===== src/rtl/refresh_ctrl_cfg.svh =====
// Purpose: constants for the refresh rate controller
// Assumes: 200 MHz clock, 8Gb density timings
// Notes: times in ns, cycle counts derived from them
`ifndef REFRESH_CTRL_CFG_SVH
`define REFRESH_CTRL_CFG_SVH

`define CLK_PERIOD_NS 5
// base average refresh interval, ns
`define AVG_REFI_BASE_NS 7800
// interval for the extended range, ns
`define AVG_REFI_EXT_NS 3900
// refresh cycle times per rate, ns
`define RFC1_NS 350
`define RFC2_NS 260
`define RFC4_NS 160
// cycle counts: intervals round down, cycle times round up
`define REFI_BASE_CYC (`AVG_REFI_BASE_NS / `CLK_PERIOD_NS)
`define REFI_EXT_CYC (`AVG_REFI_EXT_NS / `CLK_PERIOD_NS)
`define RFC1_CYC ((`RFC1_NS + `CLK_PERIOD_NS - 1) / `CLK_PERIOD_NS)
`define RFC2_CYC ((`RFC2_NS + `CLK_PERIOD_NS - 1) / `CLK_PERIOD_NS)
`define RFC4_CYC ((`RFC4_NS + `CLK_PERIOD_NS - 1) / `CLK_PERIOD_NS)
// mode-register-set wait before next command, cycles
`define MOD_WAIT_CYC 24

// software register offsets (byte addresses, registers 4 apart)
`define REG_CTRL 4'h0
`define REG_MODE 4'h4
`define REG_STATUS 4'h8
`define REG_COUNT 4'hc

// control register fields
`define CTRL_ENABLE 0
`define CTRL_TCR_EN 1
`define CTRL_EXT_TEMP 2
`define CTRL_OTF_HIGH 3

// refresh rate mode field codes
`define RATE_FIXED1 3'h0
`define RATE_FIXED2 3'h1
`define RATE_FIXED4 3'h2
`define RATE_OTF12 3'h5
`define RATE_OTF14 3'h6

// mode register numbers on the bank-group/bank pins
`define MR_RATE_SEL 3'h3
`define MR_TEMP_SEL 3'h4
`define RATE_FIELD_LSB 6
`define TCR_EN_BIT 3
`define TCR_EXT_BIT 2

`endif


===== src/rtl/refresh_ctrl_pkg.sv =====
// Purpose: types for the refresh rate controller
// Assumes: nothing
// Notes: constants live in refresh_ctrl_cfg.svh
package refresh_ctrl_pkg;

    typedef enum logic [2:0]
    {
        ST_IDLE = 3'b000,
        ST_MRS_TEMP = 3'b001,
        ST_MRS_RATE = 3'b010,
        ST_WAIT = 3'b011,
        ST_RUN = 3'b100
    } ctrl_state_t;

    // kind of refresh issued
    typedef enum logic [1:0]
    {
        KIND_1X = 2'b00,
        KIND_2X = 2'b01,
        KIND_4X = 2'b10
    } ref_kind_t;

endpackage


===== src/rtl/refresh_counter.sv =====
// Purpose: counts fine-rate refreshes modulo four
// Assumes: clear and bump arriving together restart the count at one
// Notes: aligned says the count is a whole group for the rate
module refresh_counter
    import refresh_ctrl_pkg::*;
(
    // clock and reset
    input wire logic clk,
    input wire logic resetn,
    // events
    input wire logic clear,
    input wire logic bump,
    input wire logic quadRate,
    // status
    output logic aligned,
    output logic [1:0] phase
);

    typedef struct packed
    {
        logic [1:0] phase;
    } cnt_state_t;

    cnt_state_t cur;
    cnt_state_t next_cur;

    // a bump with a clear starts a fresh group of one
    always_comb
    begin
        next_cur = cur;
        if (clear)
        begin
            next_cur.phase = bump ? 2'h1 : 2'h0;
        end
        else if (bump)
        begin
            next_cur.phase = cur.phase + 2'h1;
        end
    end

    always_ff @(posedge clk)
    begin
        if (!resetn)
        begin
            cur <= '0;
        end
        else
        begin
            cur <= next_cur;
        end
    end

    assign phase = cur.phase;
    // even for double rate, multiple of four for quad rate
    assign aligned = quadRate ? (cur.phase == 2'h0) : !cur.phase[0];

endmodule // refresh_counter


===== src/rtl/refresh_rate_ctrl.sv =====
// Purpose: host-side controller issuing mode-register-set and REFRESH
// Assumes: banks precharged by the surrounding controller
// Notes: 8Gb timings; refresh rate changes on unaligned counts are refused
//
// Functional notes
// - extended range refresh at extended interval
// - extended mode interval kept at 3.9us
// - program on-the-fly mode before on-the-fly refreshes
// - interval base, half, quarter per rate
// - wait cycle time of each refresh kind
// - fixed modes issue only their own kind
// - each refresh timed by its own kind
// - even double refreshes before rate change
// - even double refreshes between single refreshes
// - quad refreshes in fours before change
// - quad refreshes in fours between singles
// - same-rate fixed/otf switch is no change
// - temperature refresh only with fixed 1x
//
// The strobed register port and the address map were left to the implementer.
`include "refresh_ctrl_cfg.svh"
module refresh_rate_ctrl
    import refresh_ctrl_pkg::*;
#(
    parameter int REFI_BASE = `REFI_BASE_CYC,
    parameter int REFI_EXT = `REFI_EXT_CYC
)
(
    // clock and reset
    input wire logic clk,
    input wire logic resetn,
    // software port
    input wire logic [3:0] addr,
    input wire logic [31:0] wrData,
    input wire logic wrStrobe,
    input wire logic rdStrobe,
    output logic [31:0] rdData,
    // memory command bus
    output logic csN,
    output logic actN,
    output logic rasN,
    output logic casN,
    output logic weN,
    output logic [1:0] bankGroup,
    output logic [1:0] bank,
    output logic [17:0] address
);

    localparam int TW = 16;

    // ****************************************************************
    // state
    // ****************************************************************
    typedef struct packed
    {
        ctrl_state_t state;
        logic enable;
        logic tcrEn;
        logic extTemp;
        logic otfHigh;
        logic [2:0] rateMode;
        logic [2:0] pendMode;
        logic pendValid;
        logic pendTemp;
        logic refused;
        logic [15:0] refCount;
        logic [31:0] rdData;
        logic csN;
        logic rasN;
        logic casN;
        logic weN;
        logic [1:0] bankGroup;
        logic [1:0] bank;
        logic [17:0] address;
    } ctrl_t;

    ctrl_t cur;
    ctrl_t next_cur;

    logic intervalLoad;
    logic [TW-1:0] intervalValue;
    logic intervalDone;
    logic cycleLoad;
    logic [TW-1:0] cycleValue;
    logic cycleDone;
    logic cntClear;
    logic cntBump;
    logic aligned;
    logic [1:0] phase;
    logic quadRate;
    logic fineRate;
    logic otfMode;
    logic fixedMode;
    logic useFine;
    logic issueRef;
    logic legalCode;
    logic sameRate;
    ref_kind_t kind;

    // ****************************************************************
    // mode decode
    // ****************************************************************
    // reserved codes are never programmed
    always_comb
    begin
        legalCode = 1'b0;
        case (wrData[6:4])
            `RATE_FIXED1, `RATE_FIXED2, `RATE_FIXED4,
            `RATE_OTF12, `RATE_OTF14: legalCode = 1'b1;
            default: legalCode = 1'b0;
        endcase
    end

    assign otfMode = cur.rateMode[2];
    assign quadRate = cur.rateMode[1];
    assign fineRate = (cur.rateMode != `RATE_FIXED1);
    assign fixedMode = !otfMode;
    // fixed modes issue their own kind only; otf picks by software
    assign useFine = fixedMode ? fineRate : cur.otfHigh;
    assign kind = !useFine ? KIND_1X : (quadRate ? KIND_4X : KIND_2X);
    // same fine rate across fixed and otf is no change
    assign sameRate = (cur.rateMode[1:0] == wrData[5:4]) &&
        (wrData[5:4] != 2'b00);

    assign issueRef = (cur.state == ST_RUN) && cur.enable && intervalDone &&
        cycleDone && !cur.pendValid && !cur.pendTemp;

    // interval per kind and temperature range
    always_comb
    begin
        case (kind)
            KIND_2X: intervalValue = TW'(REFI_BASE / 2);
            KIND_4X: intervalValue = TW'(REFI_BASE / 4);
            default:
                intervalValue = (cur.tcrEn && cur.extTemp) ?
                    TW'(REFI_EXT) : TW'(REFI_BASE);
        endcase
    end

    // cycle time of the kind just issued
    always_comb
    begin
        case (kind)
            KIND_2X: cycleValue = TW'(`RFC2_CYC);
            KIND_4X: cycleValue = TW'(`RFC4_CYC);
            default: cycleValue = TW'(`RFC1_CYC);
        endcase
    end

    assign intervalLoad = issueRef;
    assign cntBump = issueRef && useFine;
    // a single refresh closes a group of fine refreshes
    assign cntClear = (issueRef && !useFine) ||
        (cur.state == ST_MRS_RATE &&
        cur.pendMode[1:0] != cur.rateMode[1:0]);

    // ****************************************************************
    // next state
    // ****************************************************************
    always_comb
    begin
        next_cur = cur;
        cycleLoad = 1'b0;
        next_cur.csN = 1'b1;
        next_cur.rasN = 1'b1;
        next_cur.casN = 1'b1;
        next_cur.weN = 1'b1;
        next_cur.rdData = 32'h0;
        // software writes
        if (wrStrobe)
        begin
            case (addr)
                `REG_CTRL:
                begin
                    next_cur.enable = wrData[`CTRL_ENABLE];
                    // single refreshes in otf only when aligned
                    if (!wrData[`CTRL_OTF_HIGH] && cur.otfHigh
                        && !aligned)
                    begin
                        next_cur.refused = 1'b1;
                    end
                    else
                    begin
                        next_cur.otfHigh = wrData[`CTRL_OTF_HIGH];
                    end
                    // temperature refresh needs fixed 1x
                    if (wrData[`CTRL_TCR_EN] &&
                        cur.pendMode != `RATE_FIXED1)
                    begin
                        next_cur.refused = 1'b1;
                    end
                    else
                    begin
                        next_cur.pendTemp = 1'b1;
                        next_cur.tcrEn = wrData[`CTRL_TCR_EN];
                        next_cur.extTemp = wrData[`CTRL_EXT_TEMP];
                    end
                end
                `REG_MODE:
                begin
                    if (!legalCode || (cur.tcrEn &&
                        wrData[6:4] != `RATE_FIXED1))
                    begin
                        next_cur.refused = 1'b1;
                    end
                    else if (fineRate && !aligned && !sameRate)
                    begin
                        next_cur.refused = 1'b1;
                    end
                    else
                    begin
                        next_cur.pendMode = wrData[6:4];
                        next_cur.pendValid = 1'b1;
                    end
                end
                `REG_STATUS: next_cur.refused = 1'b0;
                default: next_cur.refused = cur.refused;
            endcase
        end
        // software reads, data stand one cycle later
        if (rdStrobe)
        begin
            case (addr)
                `REG_CTRL: next_cur.rdData = {28'h0, cur.otfHigh,
                    cur.extTemp, cur.tcrEn, cur.enable};
                `REG_MODE: next_cur.rdData = {25'h0, cur.rateMode, 4'h0};
                `REG_STATUS: next_cur.rdData = {24'h0, cur.refused,
                    aligned, phase, 1'b0, cur.state};
                `REG_COUNT: next_cur.rdData = {16'h0, cur.refCount};
                default: next_cur.rdData = 32'h0;
            endcase
        end
        case (cur.state)
            ST_IDLE:
            begin
                if (cur.enable)
                begin
                    next_cur.state = ST_MRS_TEMP;
                end
            end
            ST_MRS_TEMP:
            begin
                // temperature config word, then rate word
                next_cur.csN = 1'b0;
                next_cur.rasN = 1'b0;
                next_cur.casN = 1'b0;
                next_cur.weN = 1'b0;
                next_cur.bankGroup = 2'(`MR_TEMP_SEL >> 2);
                next_cur.bank = 2'(`MR_TEMP_SEL);
                next_cur.address = '0;
                next_cur.address[`TCR_EN_BIT] = cur.tcrEn;
                next_cur.address[`TCR_EXT_BIT] = cur.extTemp;
                next_cur.pendTemp = 1'b0;
                next_cur.state = ST_MRS_RATE;
                cycleLoad = 1'b1;
            end
            ST_MRS_RATE:
            begin
                if (cycleDone)
                begin
                    next_cur.csN = 1'b0;
                    next_cur.rasN = 1'b0;
                    next_cur.casN = 1'b0;
                    next_cur.weN = 1'b0;
                    next_cur.bankGroup = 2'(`MR_RATE_SEL >> 2);
                    next_cur.bank = 2'(`MR_RATE_SEL);
                    next_cur.address = '0;
                    next_cur.address[`RATE_FIELD_LSB +: 3] =
                        cur.pendValid ? cur.pendMode : cur.rateMode;
                    // rate applies from programming onward
                    next_cur.rateMode = cur.pendValid ?
                        cur.pendMode : cur.rateMode;
                    next_cur.pendValid = 1'b0;
                    next_cur.state = ST_WAIT;
                    cycleLoad = 1'b1;
                end
            end
            ST_WAIT:
            begin
                if (cycleDone)
                begin
                    next_cur.state = ST_RUN;
                end
            end
            ST_RUN:
            begin
                if (!cur.enable)
                begin
                    next_cur.state = ST_IDLE;
                end
                else if ((cur.pendValid || cur.pendTemp) && cycleDone)
                begin
                    next_cur.state = ST_MRS_TEMP;
                end
                else if (issueRef)
                begin
                    // refresh: cs, ras, cas low, we high
                    next_cur.csN = 1'b0;
                    next_cur.rasN = 1'b0;
                    next_cur.casN = 1'b0;
                    next_cur.weN = 1'b1;
                    next_cur.bankGroup = {1'b0, useFine && otfMode};
                    next_cur.bank = 2'h0;
                    next_cur.address = '0;
                    next_cur.refCount = cur.refCount + 16'h1;
                    cycleLoad = 1'b1;
                end
            end
            default: next_cur.state = ST_IDLE;
        endcase
    end

    always_ff @(posedge clk)
    begin
        if (!resetn)
        begin
            cur <= '0;
            cur.csN <= 1'b1;
            cur.rasN <= 1'b1;
            cur.casN <= 1'b1;
            cur.weN <= 1'b1;
        end
        else
        begin
            cur <= next_cur;
        end
    end

    // ****************************************************************
    // helpers
    // ****************************************************************
    // mode set waits a fixed gap; refresh waits its cycle time
    refresh_timer #(.WIDTH(TW)) cycleTimer
    (
        .clk(clk),
        .resetn(resetn),
        .load(cycleLoad),
        .loadValue(cur.state == ST_RUN ? cycleValue :
            TW'(`MOD_WAIT_CYC)),
        .done(cycleDone)
    );

    refresh_timer #(.WIDTH(TW)) intervalTimer
    (
        .clk(clk),
        .resetn(resetn),
        .load(intervalLoad),
        .loadValue(intervalValue - TW'(1)), // reload at zero adds a cycle
        .done(intervalDone)
    );

    refresh_counter fineCount
    (
        .clk(clk),
        .resetn(resetn),
        .clear(cntClear),
        .bump(cntBump),
        .quadRate(quadRate),
        .aligned(aligned),
        .phase(phase)
    );

    assign rdData = cur.rdData;
    assign csN = cur.csN;
    assign actN = 1'b1;
    assign rasN = cur.rasN;
    assign casN = cur.casN;
    assign weN = cur.weN;
    assign bankGroup = cur.bankGroup;
    assign bank = cur.bank;
    assign address = cur.address;

    // ****************************************************************
    // checks
    // ****************************************************************
    AST_TCR_FIXED1: assert property (@(posedge clk) disable iff (!resetn)
        cur.tcrEn |-> cur.rateMode == `RATE_FIXED1)
        else $error("temperature refresh with non-1x rate");

    AST_RATE_LEGAL: assert property (@(posedge clk) disable iff (!resetn)
        cur.rateMode != 3'h3 && cur.rateMode != 3'h4 &&
        cur.rateMode != 3'h7)
        else $error("reserved rate code programmed");

    AST_REF_SHAPE: assert property (@(posedge clk) disable iff (!resetn)
        (!csN && weN) |-> (!rasN && !casN))
        else $error("refresh command malformed");

    AST_RFC_GAP: assert property (@(posedge clk) disable iff (!resetn)
        (!csN && weN) |=> (csN) [*8])
        else $error("command inside refresh cycle time");

    AST_FIXED_KIND: assert property (@(posedge clk) disable iff (!resetn)
        (!csN && weN && !otfMode) |-> bankGroup == 2'h0)
        else $error("fixed mode refresh flagged as otf");

    AST_FINE_ONE: assert property (@(posedge clk) disable iff (!resetn)
        (issueRef && !useFine && otfMode) |-> aligned)
        else $error("single refresh splits a fine group");

    AST_MODE_APPLY: assert property (@(posedge clk) disable iff (!resetn)
        (cur.state == ST_MRS_RATE && cycleDone) |=>
        cur.state == ST_WAIT)
        else $error("rate programming did not advance");

    AST_CHANGE_ALIGN: assert property (@(posedge clk) disable iff (!resetn)
        (cur.state == ST_RUN && $rose(cur.pendValid) && fineRate &&
        !$past(sameRate)) |-> $past(aligned))
        else $error("rate change with unaligned fine count");

endmodule // refresh_rate_ctrl


===== src/rtl/refresh_timer.sv =====
// Purpose: down counter loaded with a cycle count, flags expiry
// Assumes: load has priority over counting
// Notes: done is high while the count is zero
module refresh_timer
    import refresh_ctrl_pkg::*;
#(
    parameter int WIDTH = 16
)
(
    // clock and reset
    input wire logic clk,
    input wire logic resetn,
    // control
    input wire logic load,
    input wire logic [WIDTH-1:0] loadValue,
    // status
    output logic done
);

    typedef struct packed
    {
        logic [WIDTH-1:0] count;
    } timer_state_t;

    timer_state_t cur;
    timer_state_t next_cur;

    // count down to zero and hold there
    always_comb
    begin
        next_cur = cur;
        if (load)
        begin
            next_cur.count = loadValue;
        end
        else if (cur.count != '0)
        begin
            next_cur.count = cur.count - WIDTH'(1);
        end
    end

    always_ff @(posedge clk)
    begin
        if (!resetn)
        begin
            cur <= '0;
        end
        else
        begin
            cur <= next_cur;
        end
    end

    assign done = (cur.count == '0);

endmodule // refresh_timer


===== config.mk =====
export PLATFORM = sky130hd
export DESIGN_NAME = refresh_rate_ctrl
export DESIGN_NICKNAME = d
export VERILOG_FILES = /design/src/rtl/refresh_ctrl_pkg.sv /design/src/rtl/refresh_counter.sv /design/src/rtl/refresh_rate_ctrl.sv /design/src/rtl/refresh_timer.sv
export VERILOG_INCLUDE_DIRS = /design/src /design/src/rtl
export SDC_FILE = /design/constraint.sdc
export NUM_CORES = 1
export LEC_CHECK = 0
export ABC_CLOCK_PERIOD_IN_PS = 10100
export BUFFER_PORTS_ARGS = -buffer_cell sky130_fd_sc_hd__buf_4
export CELL_PAD_IN_SITES_DETAIL_PLACEMENT = 0
export CELL_PAD_IN_SITES_GLOBAL_PLACEMENT = 1
export CORE_ASPECT_RATIO = 1.2
export CORE_UTILIZATION = 44
export CTS_CLUSTER_SIZE = 12
export DETAILED_ROUTE_END_ITERATION = 6
export PLACE_DENSITY = 0.89
export SYNTH_ARGS = -nofsm -noshare
export SYNTH_HDL_FRONTEND = slang
export SYNTH_SLANG_ARGS = --single-unit

===== constraint.sdc =====
create_clock -name clk -period 10.1 [get_ports clk]
set_input_delay 1.01 -clock clk [delete_from_list [all_inputs] [get_ports clk]]
set_output_delay 1.01 -clock clk [all_outputs]
set_load 0.005 [all_outputs]

==> reports/results.txt, run 1 <==
Run status = finished clean
Postcts setup bufs = 0
Final hold slack = 0.4474 ns
Post-synthesis register bit count = 91
Pwr Total = 0.001221 W
Root Driver = clkbuf_16
# rows = 41
Worst Min Path Start = cur[75]
Worst-Skew Late Latency = 0.34 ns
Final nets = 610
Combinational power share = 31.0%
Mapped cell area = 0.004767 mm²
TNS Setup = 0 ns
Wirelength per Cell = 14.56 µm
Die width = 97.02 µm
Tot GR Track Use = 18.71%
EDFF count, synth = 0
CTS tree = built
Part of the power in registers = 38.8%
RSZ-0062 raised after global routing = false
Async set-reset flop share out of synthesis = 0%
Slew Viols, Final = 0
Crit Reg-Reg Startpoint = cycleTimer.cur[0]
Worst hold path type = reg -> reg
Simple-gate portion of the synthesized area = 25.67%
DRC = 0
Routed vias/inst = 5.529
# H-tree levels = 3
Filler instances = 1,016
Share of layout cells above drive strength 1 = 12.81%
Compound-Gate Fraction of Synth Area = 13.78%
GP Congestion = 0.8251
Startpoint types = flip-flop
Avg Cell Area, Syn = 8.452 µm²
Peak supply drop = 136.7 µV
1st-iter DRT viols = 225
Xor and xnor fraction of the mapped netlist area = 4.777%
Slew HR = 22.60%
Vias in the first global route = 3,518
Slew @ Worst Pin = 1.151 ns
Pre-CTS setup slack = 6.395 ns
CTS sink count = 91
Setup violators final = 0
Ant. Diodes = 0
CP endpoint kind = flip-flop
Worst-path fanout max = 16
Netlist cell types = 57
Main combinational cell family by area after synthesis = simple AND/OR/NAND/NOR gates
CTS max path bufs = 2
Adder-cell share of the synthesized area = 1.312%
First drt pass iteration count = 4
Post-Syn Instances = 564
Period utilization = 37.20%
Core Box Area = 0.01052 mm²
Crit-path cells = inv_1 > ha_1 > nor3b_1 > and4_1 > nand4_1 > nor2_1 > nor2_1 > ha_1 > or4b_2 > nor3_1 > o211ai_1 > xor2_1 > nor2_1
Die area = 0.01126 mm²
Final WS setup = 6.343 ns
Routed WL = 10.17 mm
Grt ovf = 0
Crit path buffers/inverters = 1
Worst path max stage delay = 0.68 ns
Post-DP Area = 0.004828 mm²
Hold Vio Cnt, Final = 0
I/O pin cnt = 99
Clock Power Share = 30.2%
Primary FF master, synth = dfxtp_1
Max-cap viol count = 0
Finished Cell Area = 0.005161 mm²
Pleak = 1.931 nW
Arr. time, crit path = 3.98 ns
F_max = 0.2661 GHz
Mux contribution to synthesized area = 3.438%
Reg clk slew, reported paths = 0.07 ns
Initial Utilization = 45.33%
Sw Share = 33.99%
CP most frequent cell = nor2_1
Switching power = 0.0004149 W
Port bufs = 42
Dpl hpwl = 7.332 mm
Critical-path top delay cell = and4_1
Seq/Total Area, Yosys = 38.22%
Routed Antenna Nets = 0
Crit Path Class = reg -> reg
Crit path time final = 3.757 ns
Largest net degree at the start of global routing = 27
CP delay by family, top = simple AND/OR/NAND/NOR gates
Required time worst endpoint = 10.32 ns
Setup Skew = 0.01178 ns
DR vias = 3,865
Ys Warns = 0
PwrDens = 236.5 mW/mm²
First-pass GRT wire length = 16.86 mm
Post-CTS resize count = 0
Die Ht = 116.0 µm
Initial antenna violation count = 0
TritonCTS Buffers = 9
Hold Buf Count CTS = 0
Synth-to-layout area growth = 8.268%
Internal power = 0.0008057 W
Crit path from = cycleTimer.cur[0]
==> per-layer routing <==
layer / vias to the layer above / wire (µm) / global-route usage, %
li1: 1940 / - / -
met1: 1800 / 4427 / 22.42
met2: 103 / 5039 / 32.44
met3: 22 / 443 / 3.679
met4: 0 / 263 / 8.856
met5: - / 0 / 0
==> synth_stat cells, drive strengths merged, types with 4 or more instances <==
library cell	count	area, µm²
dfxtp	91	1822
buf	60	449.2
nor2	51	191.4
nand2	35	131.4
a21oi	33	165.2
nand3	26	142.6
clkbuf	22	82.58
o21ai	21	105.1
inv	18	67.56
xnor2	15	131.4
mux2i	13	130.1
nand4	13	93.84
nor3	13	65.06
nor4	13	108.9
and2	12	75.07
or4	12	93.84
o31ai	11	82.58
xor2	11	96.34
a31oi	9	56.30
or3	9	56.30
nor2b	7	43.79
nor3b	7	52.55
a22oi	6	45.04
and4	5	43.79
ha	5	62.56
nand2b	4	25.02
o211ai	4	30.03
==> flip-flops by register name, summed over array words and instances, names as in the netlist <==
name,flops
bankGroup,1
csN,1
cycleTimer.cur,16
rdData,16
bank,1
cur,32
weN,1
address,5
intervalTimer.cur,16
fineCount.phase,2
==> cell type report <==
cell class | instances | area, µm² | area share [%]
timing repair buffer | 43 | 322.8 | 6.255
multi-input combinational | 401 | 2451 | 47.49
inverter | 19 | 71.32 | 1.382
sequential | 91 | 1822 | 35.30
clock buffer | 10 | 239.0 | 4.630
clock inverter | 6 | 93.84 | 1.818
tap | 129 | 161.4 | 3.127
==> path summary, 6_finish.rpt <==
check                          end  slack (ns)  cells after the start
max          intervalTimer.cur[14]        6.34                     13
min                        cur[75]        0.45                      2
max reg2reg  intervalTimer.cur[14]        6.34                     13
min reg2reg                cur[75]        0.45                      2
==> cells by family (layout without fill, tap and decap cells) <==
family                   after synthesis  after routing
adder cells (fa/ha/maj)                5              5
XOR/XNOR                              26             26
multiplexers                          16             16
AO/OA/AOI/OAI                        105            105
AND/OR/NAND/NOR                      218            218
buffers and inverters                101             78
other                                  2             31
flip-flops                            91             91
==> placed cells by master, fill, tap and decap left out, drive strengths merged, types with 9 or more instances in the layout <==
cell,instances
mux2i,13
conb,31
a21oi,33
a31oi,9
dfxtp,91
nor4,13
nand3,26
nor3,13
or3,9
o21ai,21
or4,12
o31ai,11
nand2,35
buf,43
xnor2,15
clkbuf,10
xor2,11
and2,12
inv,20
nand4,13
nor2,51
==> power by group through the flow <==
stage               combinational [W]  sequential (W)  clock [W]
global placement             0.000367        0.000477          0
floorplan                    0.000322        0.000467          0
finish                       0.000378        0.000473   0.000369
CTS                          0.000378        0.000473   0.000380
global route                 0.000426        0.000484   0.000392
detailed placement           0.000375        0.000480          0
==> through the flow <==
step,cells,utilization (%)
final,699,49.08
after global routing,699,49.08
after CTS,699,49.08
after detailed placement,683,45.91
after global placement,683,45.91
after floorplan,593,-
==> worst register-to-register path: stages, from the launching register on <==
cell and delay, ns:
dfxtp_1 0.32, inv_1 0.12, ha_1 0.16, nor3b_1 0.34
and4_1 0.68, nand4_1 0.64, nor2_1 0.32, nor2_1 0.06
ha_1 0.27, or4b_2 0.28, nor3_1 0.08, o211ai_1 0.14
xor2_1 0.17, nor2_1 0.05
No activity file was read; power rests on OpenSTA's default activity.
==> inputs of run 2 (changes only) <==
- ABC_CLOCK_PERIOD_IN_PS: 10100 -> 3550
- CORE_UTILIZATION: 44 -> 41
- PLACE_DENSITY: 0.89 -> 0.84
- clock period: 10.1 -> 3.55 ns (I/O delays scaled with it)
==> run 2 against run 1 <==
Against the previous run:
- critical path depth fell by 2
- utilization down 2.8 points
- hold slack worse by 0.18 ns
- clock power increased by 140%
- first-iteration DRC count increased by 5.8%
- register-to-register slack got worse by 5.8 ns
- sequential power grew to 2.9 times the previous value
- design area is 0.44% higher
- non-clock buffer count is 6 higher
- highest routed layer unchanged
==> reports/results.txt, run 2 (synthesized netlist as in run 1, its figures left out) <==
Run status = finished clean
Routed WL = 10.69 mm (+5.1%)
Sw Share = 35.52% (+1.5 points)
Wirelength per Cell = 14.65 µm (+0.64%)
Final nets = 616 (+0.98%)
Combinational power share = 33.0% (+2.0 points)
Tot GR Track Use = 18.68% (-0.033 points)
Core Box Area = 0.01119 mm² (+6.4%)
Initial antenna violation count = 0 (unchanged)
I/O pin cnt = 99 (unchanged)
TNS Setup = 0 ns (unchanged)
CP most frequent cell = nor2_1
Most frequent cells in the layout = 91 x dfxtp_1, 51 x nor2_1, 49 x buf_4
Synth-to-layout area growth = 8.740%
Crit path buffers/inverters = 0 (-1)
Worst hold path type = in -> reg
CTS sink count = 91 (unchanged)
1st-iter DRT viols = 238 (+5.8%)
Routed vias/inst = 5.352 (-3.2%)
Slew Viols, Final = 0 (unchanged)
DRC = 0 (unchanged)
Crit. path cell count = 11 (-2)
Hold Buf Count CTS = 0 (unchanged)
Die area = 0.01206 mm² (+7.2%)
Slew @ Worst Pin = 0.9340 ns (-0.2175 ns)
Setup violators final = 0 (unchanged)
Crit path time final = 3.006 ns (-0.7513 ns)
CP endpoint kind = flip-flop
Critical-path top delay cell = or4b_2
Grt ovf = 0 (unchanged)
Period utilization = 84.68% (+47 points)
Worst-Skew Late Latency = 0.34 ns (about the same)
RSZ-0062 raised after global routing = false
Reg clk slew, reported paths = 0.07 ns (about the same)
PwrDens = 649.4 mW/mm² (+170%)
Max-cap viol count = 0 (unchanged)
Crit Path Class = reg -> reg
Die width = 100.4 µm (+3.5%)
CP delay by family, top = simple AND/OR/NAND/NOR gates
Biggest register = cur
DR vias = 3,907 (+1.1%)
Required time worst endpoint = 3.77 ns (-6.55 ns)
Routed Antenna Nets = 0 (unchanged)
Commonest non-fill, non-tap cell in the layout = dfxtp_1
Arr. time, crit path = 3.23 ns (-0.75 ns)
F_max = 0.3326 GHz (+25%)
CTS tree = built
Largest register FFs = 32 (unchanged)
Hold Vio Cnt, Final = 0 (unchanged)
GP Congestion = 0.8251 (unchanged)
Postcts setup bufs = 0 (unchanged)
Vias in the first global route = 3,642 (+3.5%)
Pleak = 1.928 nW (-0.15%)
CTS max path bufs = 2 (unchanged)
Part of the power in registers = 40.1% (+1.3 points)
Initial Utilization = 42.59% (-2.7 points)
Worst-path fanout max = 11 (-5)
Worst Hold Path Cells = 3 (+1)
Largest net degree at the start of global routing = 27 (unchanged)
# H-tree levels = 3 (unchanged)
Port bufs = 42 (unchanged)
First-pass GRT wire length = 17.66 mm (+4.7%)
Post-CTS resize count = 0 (unchanged)
Switching power = 0.001196 W (+190%)
First drt pass iteration count = 5 (+1)
Internal power = 0.002171 W (+170%)
Share of layout cells above drive strength 1 = 13.54% (+0.73 points)
Cell count of the worst reg-to-reg path = 11 (-2)
Die Ht = 120.1 µm (+3.5%)
Crit-path cells = nor2_1 > and4_1 > nand4_1 > nor2_1 > nor2_1 > ha_1 > or4b_2 > nor3_1 > o211ai_1 > xor2_1 > nor2_1
Filler instances = 1,100 (+8.3%)
Peak supply drop = 346.2 µV (+150%)
Startpoint types = flip-flop
Ant. Diodes = 0 (unchanged)
Clock Power Share = 26.8% (-3.4 points)
Dpl hpwl = 7.646 mm (+4.3%)
Slew HR = 37.60% (+15 points)
# rows = 42 (+2.4%)
Pwr Total = 0.003367 W (+180%)
Worst path max stage delay = 0.67 ns (about the same)
Setup Skew = 0.01075 ns (-0.001028 ns)
TritonCTS Buffers = 9 (unchanged)
Root Driver = clkbuf_16
==> run 2: cell types whose count changed in the layout (fill, tap and decap cells not counted) <==
cell and change:
inv_6 -1, clkinv_4 -1, bufinv_16 -2, clkbuf_1 +1, clkinvlp_4 +2, clkinv_2 +1
buf_4 +6
==> run 2: cell type report <==
| type | instances | area (µm²) | share of cell area (%) |
|---|---|---|---|
| timing repair buffer | 49 | 367.9 | 7.096 |
| clock inverter | 5 | 36.28 | 0.7000 |
| tap | 154 | 192.7 | 3.717 |
| sequential | 91 | 1822 | 35.14 |
| clock buffer | 11 | 242.7 | 4.683 |
| inverter | 19 | 71.32 | 1.376 |
| multi-input combinational | 401 | 2451 | 47.28 |
==> run 2: worst min-delay path, stage by stage <==
cell     delay, ns
buf_4         0.09
mux2i_1       0.05
nor2_1        0.07
==> run 2: per-stage QoR <==
stage | utilization (%) | area (µm²) | instances | hold WS [ns] | setup WS (ns)
finish | 46.31 | 5184 | 730 | 0.2648 | 0.5438
global route | 46.31 | 5184 | 730 | 0.2871 | 0.2638
CTS | 46.31 | 5184 | 730 | 0.2599 | 0.5377
detailed placement | 43.82 | 4905 | 714 | 0.4447 | 0.5514
global placement | 43.82 | 4905 | 714 | 0.4312 | 0.5928
floorplan | - | 4876 | 593 | 0.4202 | 0.3760
==> run 2: per-layer routing <==
layer | share of wire [%] | wire, µm | track usage, % | vias to the layer above
met3 | 4.6 | 487 | 2.854 | 19
li1 | - | - | - | 1935
met2 | 48 | 5184 | 31.55 | 116
met5 | 0 | 0 | 0 | -
met1 | 44 | 4693 | 22.81 | 1837
met4 | 3.1 | 328 | 9.511 | 0
==> run 2: power by group through the flow <==
| stage | Combinational [W] | Clock, W | Sequential, W |
|---|---|---|---|
| 5_1_grt | 0.00125 | 0.000968 | 0.00138 |
| 6_report | 0.00111 | 0.000904 | 0.00135 |
| 3_3_place_gp | 0.00108 | 0 | 0.00136 |
| 4_1_cts | 0.00111 | 0.000921 | 0.00135 |
| 2_1_floorplan | 0.000916 | 0 | 0.00133 |
| 3_5_place_dp | 0.00111 | 0 | 0.00137 |
==> run 2: final timing paths <==
path / start / to / slack [ns]
setup / recovery: cur[87] / intervalTimer.cur[14] / 0.54
hold / removal: wrData[2] / cur[84] / 0.26
setup reg to reg: cur[87] / intervalTimer.cur[14] / 0.54
hold reg to reg: bankGroup[0] / bankGroup[0] / 0.45
==> inputs of run 3 (changes only) <==
- ABC_CLOCK_PERIOD_IN_PS: 3550 -> 2700
- CORE_UTILIZATION: 41 -> 37
- PLACE_DENSITY: 0.84 -> 0.81
- clock period: 3.55 -> 2.7 ns (I/O delays scaled with it)
==> run 3 against run 2 <==
Against the previous run:
- sequential share of layout area fell by 1.4 points
- clock power rose by 42%
- count of clock-buffer cells in the layout did not move
- clock skew fell by 0.00073 ns
- design area rose by 4.3%
- fmax rose by 17%
- first-iteration DRC count rose by 4.6%
- total power rose by 39%
- largest cell class unchanged
- highest routed layer unchanged
==> reports/results.txt, run 3 (synthesized netlist as in run 1, its figures left out) <==
Port bufs = 42 (unchanged)
# H-tree levels = 3 (unchanged)
Routed vias/inst = 5.242 (-2.1%)
GP Congestion = 0.8088 (-2.0%)
Worst-Skew Late Latency = 0.34 ns (about the same)
CP endpoint kind = flip-flop
Period utilization = 95.24% (+11 points)
Initial Utilization = 37.80% (-4.8 points)
CTS sink count = 91 (unchanged)
Commonest non-fill, non-tap cell in the layout = dfxtp_1
DRC = 0 (unchanged)
Routed WL = 10.73 mm (+0.36%)
PwrDens = 864.0 mW/mm² (+33%)
F_max = 0.3889 GHz (+17%)
Post-Layout Cell Count = 756 (+3.6%)
Filler instances = 1,274 (+16%)
First-pass GRT wire length = 18.13 mm (+2.7%)
FF+latch area = 0.001824 mm² (+0.14%)
Max-cap viol count = 0 (unchanged)
Wirelength per Cell = 14.20 µm (-3.1%)
Setup Skew = 0.01002 ns (-0.0007261 ns)
Peak supply drop = 366.9 µV (+6.0%)
TritonCTS Buffers = 9 (unchanged)
Synth-to-layout area growth = 13.41%
Ant. Diodes = 0 (unchanged)
Vias in the first global route = 3,722 (+2.2%)
Crit path time final = 2.572 ns (-0.4346 ns)
Arr. time, crit path = 2.80 ns (-0.43 ns)
First drt pass iteration count = 4 (-1)
Area of the multi-input gates = 0.002502 mm² (+2.1%)
Final hold slack = 0.1604 ns (-0.1044 ns)
Slew Viols, Final = 0 (unchanged)
Worst-path fanout max = 6 (-5)
Run status = finished clean
Routed Antenna Nets = 0 (unchanged)
Hold Vio Cnt, Final = 0 (unchanged)
Slew @ Worst Pin = 0.5143 ns (-0.4196 ns)
RSZ-0062 raised after global routing = true
CTS tree = built
Biggest register = cur
DR vias = 3,963 (+1.4%)
Required time worst endpoint = 2.93 ns (-0.84 ns)
Startpoint types = flip-flop
Reg clk slew, reported paths = 0.07 ns (about the same)
Largest register FFs = 32 (unchanged)
TNS Setup = 0 ns (unchanged)
Most frequent cells in the layout = 89 x dfxtp_1, 64 x buf_4, 50 x nor2_1
Largest net degree at the start of global routing = 30 (+11%)
Hold Buf Count CTS = 0 (unchanged)
Setup violators final = 0 (unchanged)
Finished Cell Area = 0.005406 mm² (+4.3%)
Die width = 105.6 µm (+5.2%)
Dpl hpwl = 7.704 mm (+0.76%)
Grt ovf = 0 (unchanged)
Post-DP Area = 0.005097 mm² (+3.9%)
Slew HR = 65.59% (+28 points)
Root Driver = clkbuf_16
Pleak = 2.039 nW (+5.8%)
Worst hold path type = in -> reg
Crit Path Class = reg -> reg
Die Ht = 126.3 µm (+5.2%)
1st-iter DRT viols = 249 (+4.6%)
# rows = 45 (+7.1%)
Tot GR Track Use = 16.92% (-1.8 points)
Die area = 0.01334 mm² (+11%)
I/O pin cnt = 99 (unchanged)
Share of layout cells above drive strength 1 = 17.74% (+4.2 points)
Core Box Area = 0.01261 mm² (+13%)
CTS max path bufs = 2 (unchanged)
Final nets = 632 (+2.6%)
Post-Place Cells = 740 (+3.6%)
Initial antenna violation count = 0 (unchanged)
-- run 3: worst max-delay path, cell delays in order (launching register included) --
cell      delay, ns
dfxtp_1        0.37
or4_4          0.60
and4bb_4       0.33
nand4_1        0.15
nor2_4         0.13
nor2_1         0.06
ha_2           0.17
buf_4          0.15
nor4b_2        0.17
o211ai_1       0.12
xnor2_1        0.08
and2_1         0.15
-- run 3: area by class of cell --
type | instances | area share (%)
well taps | 164 | 3.795
inverters | 19 | 1.319
clock buffers | 11 | 4.490
multi-input cells | 401 | 46.29
repair buffers | 65 | 9.257
clock inverters | 5 | 1.111
flip-flops and latches | 91 | 33.74
-- run 3: timing repair --
action	CTS	global route
resized for setup	0	1
buffers inserted	0	0
setup endpoints to repair	0	2
-- run 3: through the flow --
stage	worst slack [ns]	power, W	util [%]
finish	0.1284	0.004671	42.87
floorplan	-0.05396	0.003029	-
detailed placement	0.1214	0.003398	40.42
global route	-0.00004752	0.004994	42.87
CTS	0.1066	0.004687	42.82
global placement	0.1434	0.003361	40.42
-- run 3: worst paths after layout --
path | start | end | slack (ns) | cells past startpoint
min | wrData[2] | cur[84] | 0.16 | 3
max reg2reg | intervalTimer.cur[5] | intervalTimer.cur[12] | 0.13 | 11
min reg2reg | fineCount.phase[1] | fineCount.phase[1] | 0.45 | 2
max | intervalTimer.cur[5] | intervalTimer.cur[12] | 0.13 | 11
-- run 3: per-layer routing --
metal | part of all wire, % | GRT usage (%) | up-vias
met5 | 0 | 0 | -
met3 | 4.8 | 3.649 | 15
met4 | 1.7 | 6.781 | 0
li1 | - | - | 1964
met2 | 48 | 28.06 | 113
met1 | 45 | 21.38 | 1871
-- run 3: power by group --
group	internal (W)	switching, W
clock network	0.000746	0.000530
registers	0.00155	0.000239
logic	0.000762	0.000847
